`config.mk`:
```
export PLATFORM = sky130hd
export DESIGN_NAME = mfr_dev_flat
export DESIGN_NICKNAME = d
export VERILOG_FILES = /design/src/mfr_if.sv /design/src/mfr_dev.sv /design/src/flat_wrapper.sv
export VERILOG_INCLUDE_DIRS = /design/src
export SDC_FILE = /design/constraint.sdc
export NUM_CORES = 1
export LEC_CHECK = 0
export ABC_AREA = 1
export BUFFER_PORTS_ARGS = -buffer_cell sky130_fd_sc_hd__buf_2
export CORE_UTILIZATION = 41
export DETAILED_ROUTE_END_ITERATION = 6
export HOLD_SLACK_MARGIN = 0.08
export PLACE_DENSITY = 0.6
export SYNTH_ARGS = -nofsm -noshare
export SYNTH_HDL_FRONTEND = slang
export SYNTH_SLANG_ARGS = --single-unit
export TNS_END_PERCENT = 50
```
`constraint.sdc`:
```
create_clock -name sys_clk_i -period 3.1 [get_ports sys_clk_i]
set_input_delay 0.93 -clock sys_clk_i [delete_from_list [all_inputs] [get_ports sys_clk_i]]
set_output_delay 0.93 -clock sys_clk_i [all_outputs]
set_load 0.1 [all_outputs]
```
`src/mfr_params.svh`:
```
// Constants for the motor fault response controller and its host end
`ifndef MFR_PARAMS_SVH
`define MFR_PARAMS_SVH
`define MFR_CLK_MHZ 250
`define MFR_RST_DELAY_MS 10
`define MFR_RST_CNT_W 22
`define MFR_DEM_W 8
`define MFR_DAT_W 8
`define MFR_LADDR_W 2
`define MFR_LA_CTRL 2'h0
`define MFR_LA_STATUS 2'h1
`define MFR_LA_DIAG 2'h2
`define MFR_CTRL_RUN 0
`define MFR_CTRL_RSC 1
`define MFR_CTRL_DSR 2
`define MFR_CTRL_RST 8'h00
`define MFR_NLAT 4
`define MFR_ST_SUPPLY_UV 0
`define MFR_ST_BOOT_UV 1
`define MFR_ST_VDS_OV 2
`define MFR_ST_LOST_SYNC 3
`define MFR_ST_SYS_ERR 4
`define MFR_ST_SER_ERR 5
`define MFR_ST_TEMP_WARN 6
`define MFR_ST_RST_FAULT 7
`define MFR_DG_LR_UV 0
`define MFR_DG_OT 1
`define MFR_DG_GR_UV 2
`define MFR_DG_HOLD 3
`define MFR_DG_REG_OFF 4
`define MFR_DG_OFF 5
`define MFR_SADDR_W 3
`define MFR_SA_DEMAND 3'h0
`define MFR_SA_CMD 3'h1
`define MFR_SA_WDATA 3'h2
`define MFR_SA_RDATA 3'h3
`define MFR_SA_ISTAT 3'h4
`define MFR_SA_IMASK 3'h5
`define MFR_SA_STATE 3'h6
`define MFR_CMD_RD 7
`define MFR_NEVT 3
`define MFR_EV_RST 0
`define MFR_EV_OFF 1
`define MFR_EV_RDONE 2
`endif

```
`src/mfr_if.sv`:
```
// Link between the host microcontroller and the fault response controller
`default_nettype none
`include "mfr_params.svh"
interface mfr_if;
	logic [`MFR_DEM_W-1:0] demand;
	logic link_wr;
	logic link_rd;
	logic [`MFR_LADDR_W-1:0] link_addr;
	logic [`MFR_DAT_W-1:0] link_wdata;
	logic [`MFR_DAT_W-1:0] link_rdata;
	logic host_reset_out_n;
	logic outputs_off;
	modport dev
	(
		input demand, link_wr, link_rd, link_addr, link_wdata,
		output link_rdata, host_reset_out_n, outputs_off
	);
	modport host
	(
		output demand, link_wr, link_rd, link_addr, link_wdata,
		input link_rdata, host_reset_out_n, outputs_off
	);
endinterface
`default_nettype wire

```
`src/mfr_dev.sv`:
```
// Fault response controller: device end of the link
`default_nettype none
`include "mfr_params.svh"
// Functional notes
// - Full disable forces every gate drive low
// - Supply undervoltage disables; latched only when restart_control=0
// - Latched faults clear on zero demand or run=0
// - Status/diag read clears latches when select=0
// - Host zeroes demand, then applies new demand
// - Host rewrites run 0 then 1; error clears run
// - Logic-supply faults hold host reset 10 ms
module mfr_dev
#(
	parameter int unsigned RST_HOLD_CYC = `MFR_RST_DELAY_MS * `MFR_CLK_MHZ * 1000
)
(
	input wire logic sys_clk_i,
	input wire logic rstn_i,
	mfr_if.dev lnk,
	input wire logic supply_uv_i,
	input wire logic logic_regulator_uv_i,
	input wire logic gate_regulator_uv_i,
	input wire logic bootstrap_uv_i,
	input wire logic vds_ov_i,
	input wire logic lost_sync_i,
	input wire logic temp_warn_i,
	input wire logic overtemp_i,
	input wire logic serial_err_i,
	input wire logic system_err_i,
	output logic gates_low_o,
	output logic drive_enable_o,
	output logic logic_regulator_en_o,
	output logic restart_pulse_o,
	output logic [`MFR_DEM_W-1:0] demand_o
);
	logic [`MFR_DAT_W-1:0] ctrl_r;
	logic run_r;
	logic [`MFR_NLAT-1:0] lat_r;
	logic [`MFR_NLAT-1:0] lat_cond;
	logic sys_lat_r;
	logic ser_err_r;
	logic hold_r;
	logic ot_hold_r;
	logic rearm_r;
	logic [`MFR_RST_CNT_W-1:0] cnt_r;
	logic sync_prev_r;
	logic [`MFR_DAT_W-1:0] rdata_r;
	logic restart_control;
	logic dsr;
	logic ctrl_wr;
	logic rd_clr;
	logic demand_zero;
	logic clr_evt;
	logic rst_cond;
	logic cnt_end;
	logic disable_all;
	logic [`MFR_DAT_W-1:0] status_v;
	logic [`MFR_DAT_W-1:0] diag_v;

	assign restart_control = ctrl_r[`MFR_CTRL_RSC];
	assign dsr = ctrl_r[`MFR_CTRL_DSR];
	assign ctrl_wr = lnk.link_wr && (lnk.link_addr == `MFR_LA_CTRL);
	// Only a read of status or diagnostics clears, and only with select low
	assign rd_clr = lnk.link_rd && !dsr &&
		((lnk.link_addr == `MFR_LA_STATUS) || (lnk.link_addr == `MFR_LA_DIAG));
	assign demand_zero = (lnk.demand == '0);
	assign clr_evt = demand_zero || !run_r || rd_clr;
	assign rst_cond = logic_regulator_uv_i || overtemp_i;
	assign cnt_end = (cnt_r == `MFR_RST_CNT_W'(RST_HOLD_CYC - 1));

	// Control register; a system error drops run on its own
	always_ff @(posedge sys_clk_i or negedge rstn_i)
	begin
		if (!rstn_i)
			ctrl_r <= `MFR_CTRL_RST;
		else if (ctrl_wr)
			ctrl_r <= lnk.link_wdata;
	end

	always_ff @(posedge sys_clk_i or negedge rstn_i)
	begin
		if (!rstn_i)
			run_r <= 1'b0;
		else if (system_err_i)
			run_r <= 1'b0;
		else if (ctrl_wr)
			run_r <= lnk.link_wdata[`MFR_CTRL_RUN];
	end

	// Latched faults; restart_control=1 leaves supply UV and sync loss unlatched
	assign lat_cond[`MFR_ST_SUPPLY_UV] = supply_uv_i && !restart_control;
	assign lat_cond[`MFR_ST_BOOT_UV] = bootstrap_uv_i;
	assign lat_cond[`MFR_ST_VDS_OV] = vds_ov_i;
	assign lat_cond[`MFR_ST_LOST_SYNC] = lost_sync_i && !restart_control;

	genvar gi;
	generate
		for (gi = 0; gi < `MFR_NLAT; gi++)
		begin : g_lat
			// Set wins so a fault arriving with the clear is kept
			always_ff @(posedge sys_clk_i or negedge rstn_i)
			begin
				if (!rstn_i)
					lat_r[gi] <= 1'b0;
				else if (lat_cond[gi])
					lat_r[gi] <= 1'b1;
				else if (clr_evt)
					lat_r[gi] <= 1'b0;
			end
		end
	endgenerate

	// System error holds until run is written back to one
	always_ff @(posedge sys_clk_i or negedge rstn_i)
	begin
		if (!rstn_i)
			sys_lat_r <= 1'b0;
		else if (system_err_i)
			sys_lat_r <= 1'b1;
		else if (ctrl_wr && lnk.link_wdata[`MFR_CTRL_RUN])
			sys_lat_r <= 1'b0;
	end

	// Serial error is report only
	always_ff @(posedge sys_clk_i or negedge rstn_i)
	begin
		if (!rstn_i)
			ser_err_r <= 1'b0;
		else if (serial_err_i)
			ser_err_r <= 1'b1;
		else if (rd_clr)
			ser_err_r <= 1'b0;
	end

	// Host reset hold: restarts counting while the condition is present
	always_ff @(posedge sys_clk_i or negedge rstn_i)
	begin
		if (!rstn_i)
		begin
			hold_r <= 1'b0;
			cnt_r <= '0;
		end
		else if (rst_cond)
		begin
			hold_r <= 1'b1;
			cnt_r <= '0;
		end
		else if (hold_r)
		begin
			if (cnt_end)
			begin
				hold_r <= 1'b0;
				cnt_r <= '0;
			end
			else
				cnt_r <= cnt_r + 1'b1;
		end
	end

	// Overtemperature keeps the logic regulator off for the whole hold
	always_ff @(posedge sys_clk_i or negedge rstn_i)
	begin
		if (!rstn_i)
			ot_hold_r <= 1'b0;
		else if (overtemp_i)
			ot_hold_r <= 1'b1;
		else if (!hold_r)
			ot_hold_r <= 1'b0;
	end

	// After the reset ends outputs stay off until a re-enable event
	always_ff @(posedge sys_clk_i or negedge rstn_i)
	begin
		if (!rstn_i)
			rearm_r <= 1'b0;
		else if (rst_cond || hold_r)
			rearm_r <= 1'b1;
		else if (clr_evt)
			rearm_r <= 1'b0;
	end

	always_ff @(posedge sys_clk_i or negedge rstn_i)
	begin
		if (!rstn_i)
			sync_prev_r <= 1'b0;
		else
			sync_prev_r <= lost_sync_i;
	end

	// Temperature warning and serial error are deliberately absent here
	assign disable_all = (|lat_r) || sys_lat_r || rearm_r || rst_cond || hold_r ||
		supply_uv_i || gate_regulator_uv_i || bootstrap_uv_i || vds_ov_i ||
		lost_sync_i;

	always_ff @(posedge sys_clk_i or negedge rstn_i)
	begin
		if (!rstn_i)
		begin
			gates_low_o <= 1'b1;
			drive_enable_o <= 1'b0;
			logic_regulator_en_o <= 1'b1;
			restart_pulse_o <= 1'b0;
			demand_o <= '0;
		end
		else
		begin
			gates_low_o <= disable_all || !run_r || demand_zero;
			// Drive enables once nothing disables, run is set and demand is nonzero
			drive_enable_o <= !disable_all && run_r && !demand_zero;
			logic_regulator_en_o <= !(overtemp_i || ot_hold_r);
			restart_pulse_o <= restart_control && lost_sync_i && !sync_prev_r;
			demand_o <= lnk.demand;
		end
	end

	assign status_v = {hold_r || rearm_r, temp_warn_i, ser_err_r, sys_lat_r, lat_r};
	assign diag_v = {2'h0, disable_all, !(overtemp_i || ot_hold_r), hold_r,
		gate_regulator_uv_i, overtemp_i, logic_regulator_uv_i};

	// Read data stand for exactly the cycle after the read
	always_ff @(posedge sys_clk_i or negedge rstn_i)
	begin
		if (!rstn_i)
			rdata_r <= '0;
		else if (!lnk.link_rd)
			rdata_r <= '0;
		else
		begin
			unique case (lnk.link_addr)
				`MFR_LA_CTRL: rdata_r <= {ctrl_r[`MFR_DAT_W-1:1], run_r};
				`MFR_LA_STATUS: rdata_r <= status_v;
				`MFR_LA_DIAG: rdata_r <= diag_v;
				default: rdata_r <= '0;
			endcase
		end
	end

	always_ff @(posedge sys_clk_i or negedge rstn_i)
	begin
		if (!rstn_i)
		begin
			lnk.host_reset_out_n <= 1'b1;
			lnk.outputs_off <= 1'b1;
		end
		else
		begin
			lnk.host_reset_out_n <= !(rst_cond || hold_r);
			lnk.outputs_off <= disable_all;
		end
	end

	assign lnk.link_rdata = rdata_r;
endmodule
`default_nettype wire

```
`src/flat_wrapper.sv`:
```
// flat-port wrapper written by rule: the top's interface ports become plain ports
module mfr_dev_flat 
#(
	parameter int unsigned RST_HOLD_CYC = `MFR_RST_DELAY_MS * `MFR_CLK_MHZ * 1000
)
  (sys_clk_i, rstn_i, supply_uv_i, logic_regulator_uv_i, gate_regulator_uv_i, bootstrap_uv_i, vds_ov_i, lost_sync_i, temp_warn_i, overtemp_i, serial_err_i, system_err_i, gates_low_o, drive_enable_o, logic_regulator_en_o, restart_pulse_o, demand_o, lnk_demand, lnk_link_wr, lnk_link_rd, lnk_link_addr, lnk_link_wdata, lnk_link_rdata, lnk_host_reset_out_n, lnk_outputs_off);
  mfr_if lnk_i ();
  input wire logic sys_clk_i;
  input wire logic rstn_i;
  input wire logic supply_uv_i;
  input wire logic logic_regulator_uv_i;
  input wire logic gate_regulator_uv_i;
  input wire logic bootstrap_uv_i;
  input wire logic vds_ov_i;
  input wire logic lost_sync_i;
  input wire logic temp_warn_i;
  input wire logic overtemp_i;
  input wire logic serial_err_i;
  input wire logic system_err_i;
  output logic gates_low_o;
  output logic drive_enable_o;
  output logic logic_regulator_en_o;
  output logic restart_pulse_o;
  output logic [`MFR_DEM_W-1:0] demand_o;
  input wire logic [$bits(lnk_i.demand)-1:0] lnk_demand;
  input wire logic [$bits(lnk_i.link_wr)-1:0] lnk_link_wr;
  input wire logic [$bits(lnk_i.link_rd)-1:0] lnk_link_rd;
  input wire logic [$bits(lnk_i.link_addr)-1:0] lnk_link_addr;
  input wire logic [$bits(lnk_i.link_wdata)-1:0] lnk_link_wdata;
  output wire logic [$bits(lnk_i.link_rdata)-1:0] lnk_link_rdata;
  output wire logic [$bits(lnk_i.host_reset_out_n)-1:0] lnk_host_reset_out_n;
  output wire logic [$bits(lnk_i.outputs_off)-1:0] lnk_outputs_off;
  assign lnk_i.demand = lnk_demand;
  assign lnk_i.link_wr = lnk_link_wr;
  assign lnk_i.link_rd = lnk_link_rd;
  assign lnk_i.link_addr = lnk_link_addr;
  assign lnk_i.link_wdata = lnk_link_wdata;
  assign lnk_link_rdata = lnk_i.link_rdata;
  assign lnk_host_reset_out_n = lnk_i.host_reset_out_n;
  assign lnk_outputs_off = lnk_i.outputs_off;
  mfr_dev #(.RST_HOLD_CYC(RST_HOLD_CYC)) u_core (.sys_clk_i(sys_clk_i), .rstn_i(rstn_i), .lnk(lnk_i), .supply_uv_i(supply_uv_i), .logic_regulator_uv_i(logic_regulator_uv_i), .gate_regulator_uv_i(gate_regulator_uv_i), .bootstrap_uv_i(bootstrap_uv_i), .vds_ov_i(vds_ov_i), .lost_sync_i(lost_sync_i), .temp_warn_i(temp_warn_i), .overtemp_i(overtemp_i), .serial_err_i(serial_err_i), .system_err_i(system_err_i), .gates_low_o(gates_low_o), .drive_enable_o(drive_enable_o), .logic_regulator_en_o(logic_regulator_en_o), .restart_pulse_o(restart_pulse_o), .demand_o(demand_o));
endmodule
```
# Yosys cells after proc, flatten, opt, wreduce, memory -nomap -nowiden
# Cells that the tools add are included.
dict set report word_totals {
  out_inout_bits 22
  wordCells 96
  ff_bits 63
}
dict set report classes {
  n_eq_ne 4
  addsub 1
  n_reduce_logical 48
  muxes 22
}
# cell count
set ops {}
lappend ops {{$mux W22} 3}
lappend ops {{$pmux W8 S3} 1}
lappend ops {{$add A22 B1 Y22 const B} 1}
lappend ops {{$eq A22 B22 Y1 const B} 1}
lappend ops {{$logic_or A1 B1 Y1} 18}
lappend ops {{$reduce_bool A2 Y1} 9}
lappend ops {{$mux W1} 17}
lappend ops {{$logic_and A1 B1 Y1} 10}
lappend ops {{$logic_not A1 Y1} 8}
lappend ops {{$logic_not A8 Y1} 1}
lappend ops {{$mux W8} 1}
lappend ops {{$reduce_or A4 Y1} 1}
lappend ops {{$eq A2 B1 Y1 const B} 1}
lappend ops {{$eq A2 B2 Y1 const B} 1}
lappend ops {{$logic_not A2 Y1} 1}
lappend ops {{$ne A2 B2 Y1 const B} 1}

# Logic depth before layout (Yosys ltp)
# Gate-level depths: netlist of the first run.
dict set report logic_depth {
  depth_word 13
  depth_mapped 10
  ltp_nobuf 10
}

# Least setup slack after synthesis of the first run
# Ideal clock, no wire load.
dict set report synth_path {
  path_type {in2reg}
  start {input port lnk_link_addr[0]}
  end {register u_core.run_r}
  t_arrival_ns 1.820
  setup_time_ns 0.122
  stages 7
  n_path_buf 1
  t_required_ns 2.978
  path_slack_ns 1.157
  cell_sequence {inv_1 ha_1 buf_2 nand2_1 clkinv_1 nand2_1 a21oi_1}
}
dict set report synth_between {
  elab_chain_cells 3
}
# element line
set synth_lines {}
lappend synth_lines {{start, declared} flat_wrapper.sv:28} ;# input wire logic [$bits(lnk_i.link_addr)-1:0] lnk_link_addr;
lappend synth_lines {{$logic_not A2 Y1} --}
lappend synth_lines {{$logic_and A1 B1 Y1} mfr_dev.sv:62} ;# assign ctrl_wr = lnk.link_wr && (lnk.link_addr == `MFR_LA_CTRL);
lappend synth_lines {{$reduce_bool A2 Y1 (no line)} --}
lappend synth_lines {{end signal, assigned} mfr_dev.sv:87} ;# run_r <= lnk.link_wdata[`MFR_CTRL_RUN];
lappend synth_lines {{end, declared} mfr_dev.sv:37} ;# logic run_r;
# No other way between the ends.
# A chain may end at the register's enable or synchronous reset.

# Final worst setup path of the first run
dict set report layout_path {
  start {register u_core.logic_regulator_en_o}
  end {output port logic_regulator_en_o}
}
# element line
set layout_rtl {}
lappend layout_rtl {{start, declared} mfr_dev.sv:32} ;# output logic logic_regulator_en_o,
lappend layout_rtl {{start signal, assigned} mfr_dev.sv:210} ;# logic_regulator_en_o <= !(overtemp_i || ot_hold_r);
lappend layout_rtl {{end, declared} flat_wrapper.sv:22} ;# output logic logic_regulator_en_o;
# No word-level cell between the ends.

==> results of run 1 <==
[worst paths after layout]
| kind | end | cells past startpoint |
|---|---|---|
| worst max-delay path | logic_regulator_en_o | 1 |
| worst min-delay path | u_core.logic_regulator_en_o | 1 |
| worst max register to register | u_core.cnt_r[1] | 10 |
| worst min register to register | u_core.logic_regulator_en_o | 1 |
| max in group asynchronous | u_core.logic_regulator_en_o | 2 |
| min in group asynchronous | u_core.cnt_r[21] | 2 |
[power breakdown]
group / switching, uW / leakage, uW / internal, uW
Combinational: 165 / 0.000808 / 49.1
Clock: 336 / 0.0000914 / 372
Sequential: 19.6 / 0.000782 / 844
[cell families after synthesis]
group                    synth area share, %
buffers and inverters                  5.385
AO/OA/AOI/OAI                          7.332
XOR/XNOR                               2.900
adder cells (fa/ha/maj)                2.071
flip-flops                             51.53
AND/OR/NAND/NOR                        30.78
[area by class of cell]
| cell class | count | area, um^2 |
|---|---|---|
| Multi-Input combinational cell | 263 | 1301 |
| Timing Repair Buffer | 55 | 292.8 |
| Inverter | 32 | 120.1 |
| Tap cell | 96 | 120.1 |
| Clock inverter | 7 | 75.07 |
| Fill cell | 665 | 3354 |
| Clock buffer | 9 | 123.9 |
| Sequential cell | 62 | 1556 |
[cells in the final DEF, fill, tap and decap left out, drive strengths merged]
cell        n
nand2     136
dfrtp      58
buf        55
nor2       48
inv        31
nand3      18
o21ai      17
clkbuf      9
xor2        8
nand4       7
ha          5
o21bai      5
dfstp       4
clkinv      4
a21oi       3
clkinvlp    3
nor3        2
nor4        2
xnor2       2
a21o        2
nand3b      2
or2         1
a22o        1
a31oi       1
a22oi       1
o41ai       1
and2        1
bufinv      1
[sequential cells by signal (all words and copies together), names as in the netlist, 4 cells and up]
register and flops:
u_core.cnt_r 22, u_core.demand_o 8, u_core.lnk.link_rdata 8, u_core.ctrl_r 7, u_core.lat_r 4
[metal layers]
layer	vias up	wire [um]	global-route usage (%)
met2	54	3100	29.46
met5	-	0	0
li1	1259	-	-
met3	8	273	5.184
met1	1138	3174	25.93
met4	0	73	7.601
[through the flow]
| step | std cells | util [%] |
|---|---|---|
| 2_1_floorplan | 363 | - |
| 3_3_place_gp | 508 | 48.83 |
| 3_5_place_dp | 508 | 48.83 |
| 4_1_cts | 524 | 51.69 |
| 5_1_grt | 524 | 51.69 |
| 6_report | 524 | 51.69 |
==> reports/summary.txt, run 1 <==
Critical Path RT -> 2.17 ns
critical path type -> register to output port
GP Congestion -> 0.8302
most frequent cell after synthesis -> nand2_1
routed wire length -> 6622 um
routed length per instance -> 12.64 um
Slew HR -> 66.68%
# H-tree levels -> 3
CP cell instances -> buf_2
initial antenna violation count -> 0
clock net sink count -> 62
Row Count -> 30
Area growth syn-to-layout -> 18.85%
top cells by area, synth -> dfrtp_1 (48%), nand2_1 (17%), nor2_1 (5.1%)
first-pass GRT wire length -> 11270 um
max incr delay on CP -> 0.52 ns
critical path's slowest cell -> dfstp_2
syn nets -> 400
GRT Overall Usage -> 19.24%
Power Dens Cells -> 497.4 nW/um^2
FF+latch count, synth -> 62
Critical Path End Type -> output port
Async SR Flop Fraction -> 100.0%
DRT antenna net count -> 0
Post-synth EDFFs -> 0
Clock Path Buffers -> 2
CTS Buf Count -> 9
WHS -> 0.3868 ns
Clock Pin Slew Worst Setup and Hold Paths -> 0.07 ns
mapped cell area -> 3020 um^2
initial core utilization -> 43.50%
CP max FO -> 1
DR iter-0 viols -> 173
IO Port Bufs -> 53
post-synth top area share -> 48.05%
CTS Root Cell -> clkbuf_8
worst setup margin -> 0.8833 ns
setup violators final -> 0
Die X -> 87.83 um
Layout Nets -> 460
leading area contributor after synthesis -> dfrtp_1
number of global-route vias before repair -> 2418
crit start category -> register
Reg2Reg Setup Slack -> 1.29 ns
setup bufs post-CTS -> 0
Place WS -> 0.8015 ns
post-route cell area -> 3590 um^2
Tot Pwr -> 1785 uW
Synthesis Warnings -> 0
CTS tree -> done
placed cell areas -> 3391 um^2
pin count of the biggest net entering global routing -> 63
Remaining Overflow, GRT -> 0
Post-Syn Area per Cell -> 8.321 um^2
via count -> 2459
Leak Pwr -> 0.001682 uW
Detailed Routing Iterations Pass 1 -> 5
CP bufs+invs -> 1
CP Launch Point -> u_core.logic_regulator_en_o
Min Clock Period, post-route -> 2.217 ns
outcome -> complete, no violations
final hold vios -> 0
synth cell count leaders -> nand2_1 (136), dfrtp_1 (58), nor2_1 (41)
worst-margin pin slew -> 0.5032 ns
min-delay src -> u_core.ot_hold_r
Yosys cell types -> 34
Max IR drop VDD -> 0.0003137 V
worst-skew pair later-pin latency -> 0.34 ns
Slew Viols, Final -> 0
Gate Count Post-Synth -> 363
crit share post-route -> 71.51%
Hold Path Class -> register to register
Ports -> 54
worst clock skew -> 0.01125 ns
Post-DP HPWL -> 4749 um
Most used DFF post-synth -> dfrtp_1
Max Clk Rate -> 451.1 MHz
RSZ-0062 raised after global routing -> false
post-CTS sizing -> 0
core area -> 6944 um^2
drt drc -> 0
setup TNS -> 0 ns
CP delay by family, top -> flip-flops
area of the die -> 7714 um^2
antenna cell count -> 0
DR vias/cell -> 4.693
sequential cell area fraction in the yosys report -> 51.53%
RR Startpoint -> u_core.cnt_r[0]
hold buffer count at CTS -> 0
crit path DAT -> 1.29 ns
DIE HEIGHT -> 87.83 um
share of layout cells above drive strength 1 -> 22.20%
Max-Cap Viols -> 0
(Power assumes the default switching activity.)
==> inputs of run 2 (changes only) <==
Settings changed: PLACE_DENSITY 0.6 to 0.62.
Clock period 3.1 ns to 1.87 ns, I/O delays scaled along.
==> run 2 against run 1 <==
Effect of this change:
- first-iteration DRC count is 8.1% lower
- total power increased by 67%
- clock skew down 0.0064 ns
- count of clock-buffer cells in the layout is 3 higher
- clock power is 68% higher
- register-to-register slack got worse by 0.97 ns
- die area did not move
- wire length rose by 1.9%
- worst setup slack got worse by 0.85 ns
- cell count rose by 0.76%
- combinational power increased by 68%
- sequential share of layout area decreased by 0.52 points
- largest cell class unchanged
- highest routed layer unchanged
==> reports/summary.txt, run 2 (synthesis gave the netlist of run 1 again) <==
critical path type -> register to output port
# H-tree levels -> 3
clock net sink count -> 62
Clock Pin Slew Worst Setup and Hold Paths -> 0.07 ns
hold buffer count at CTS -> 0
antenna cell count -> 0
Area growth syn-to-layout -> 20.30%
DR vias/cell -> 4.801
Die X -> 87.83 um
NetSw -> 809.9 uW
Reg2Reg Depth -> 10
CTS Buf Count -> 9
Slew HR -> 66.94%
Leak Pwr -> 0.001719 uW
setup bufs post-CTS -> 0
Layout Nets -> 464
placed cell areas -> 3433 um^2
sw frac -> 27.21%
Ports -> 54
GP Congestion -> 0.8572
Largest register FFs -> 22
combinational power share -> 12.1%
final hold vios -> 0
drt drc -> 0
max incr delay on CP -> 0.52 ns
Max IR drop VDD -> 0.0003697 V
DR iter-0 viols -> 159
Detailed Routing Iterations Pass 1 -> 4
via count -> 2535
Clock Path Buffers -> 2
pin count of the biggest net entering global routing -> 63
CP cell instances -> buf_2
Max Clk Rate -> 544.5 MHz
routed length per instance -> 12.78 um
Critical Path End Type -> output port
worst clock skew -> 0.004841 ns
number of global-route vias before repair -> 2487
Reg2Reg Setup Slack -> 0.32 ns
Biggest register -> u_core.cnt_r
Power Dens Cells -> 819.3 nW/um^2
worst-skew pair later-pin latency -> 0.34 ns
post-route cell area -> 3633 um^2
CP max FO -> 1
DIE HEIGHT -> 87.83 um
worst setup margin -> 0.03361 ns
Clock power frac -> 39.8%
Flop pwr share -> 48.1%
Min Clock Period, post-route -> 1.836 ns
Post-DP HPWL -> 4940 um
CP delay by family, top -> flip-flops
worst reg2reg path endpoint -> u_core.cnt_r[1]
Remaining Overflow, GRT -> 0
critical path's slowest cell -> dfstp_2
crit share post-route -> 98.20%
Critical Path RT -> 1.31 ns
RSZ-0062 raised after global routing -> false
setup TNS -> 0 ns
GRT Overall Usage -> 19.88%
crit path DAT -> 1.28 ns
CTS Root Cell -> clkbuf_8
leading cell type in the layout, fill and taps excluded -> nand2_1
Place WS -> 0.2050 ns
IO Port Bufs -> 53
initial antenna violation count -> 0
setup violators final -> 0
DRT antenna net count -> 0
first-pass GRT wire length -> 11570 um
Row Count -> 30
worst-margin pin slew -> 0.4994 ns
initial core utilization -> 43.50%
CTS tree -> done
routed wire length -> 6750 um
WHS -> 0.2085 ns
Pint -> 2167 uW
post-CTS sizing -> 0
area of the die -> 7714 um^2
share of layout cells above drive strength 1 -> 22.69%
CP bufs+invs -> 1
final core utilization -> 52.32%
core area -> 6944 um^2
most frequent cells in the layout -> nand2_1 (136), dfrtp_1 (58), buf_2 (53)
outcome -> complete, no violations
Hold Path Class -> input port to async pin
crit start category -> register
Max-Cap Viols -> 0
RR Startpoint -> u_core.cnt_r[0]
Slew Viols, Final -> 0
-- run 2: final cells by class --
| cell class | instances | area [um^2] |
|---|---|---|
| inverter | 32 | 120.1 |
| timing repair buffer | 59 | 335.3 |
| fill | 669 | 3311 |
| sequential | 62 | 1556 |
| clock buffer | 12 | 155.1 |
| clock inverter | 4 | 45.04 |
| tap | 96 | 120.1 |
| multi-input combinational | 263 | 1301 |
-- run 2: per-stage QoR --
step | total power (uW) | instances
after floorplan | 1693 | 363
after global placement | 1817 | 512
after detailed placement | 1819 | 512
after CTS | 3017 | 528
after global routing | 3104 | 528
final | 2977 | 528
-- run 2: how the worst max path moves through the flow --
stage                                 from                    to  slack [ns]  depth (start not counted)
4_1_cts        u_core.logic_regulator_en_o  logic_regulator_en_o        0.01                          1
3_3_place_gp              lnk_link_addr[0]          u_core.run_r        0.23                          7
3_5_place_dp              lnk_link_addr[0]          u_core.run_r        0.21                          7
5_1_grt        u_core.logic_regulator_en_o  logic_regulator_en_o       0.004                          1
6_report       u_core.logic_regulator_en_o  logic_regulator_en_o        0.03                          1
2_1_floorplan             lnk_link_addr[0]          u_core.run_r        0.30                          7
-- run 2: power groups by stage --
stage               Sequential [uW]  Clock (uW)  Combinational (uW)
global route                   1440        1270                 393
finish                         1430        1190                 360
global placement               1450           0                 362
CTS                            1430        1220                 365
floorplan                      1600           0                97.7
detailed placement             1450           0                 364
-- run 2: per-layer routing --
metal	track usage [%]	routed length, um	vias up
li1	-	-	1276
met1	25.08	3030	1188
met2	33.83	3338	64
met3	5.372	316	7
met4	5.067	65	0
met5	0	0	-
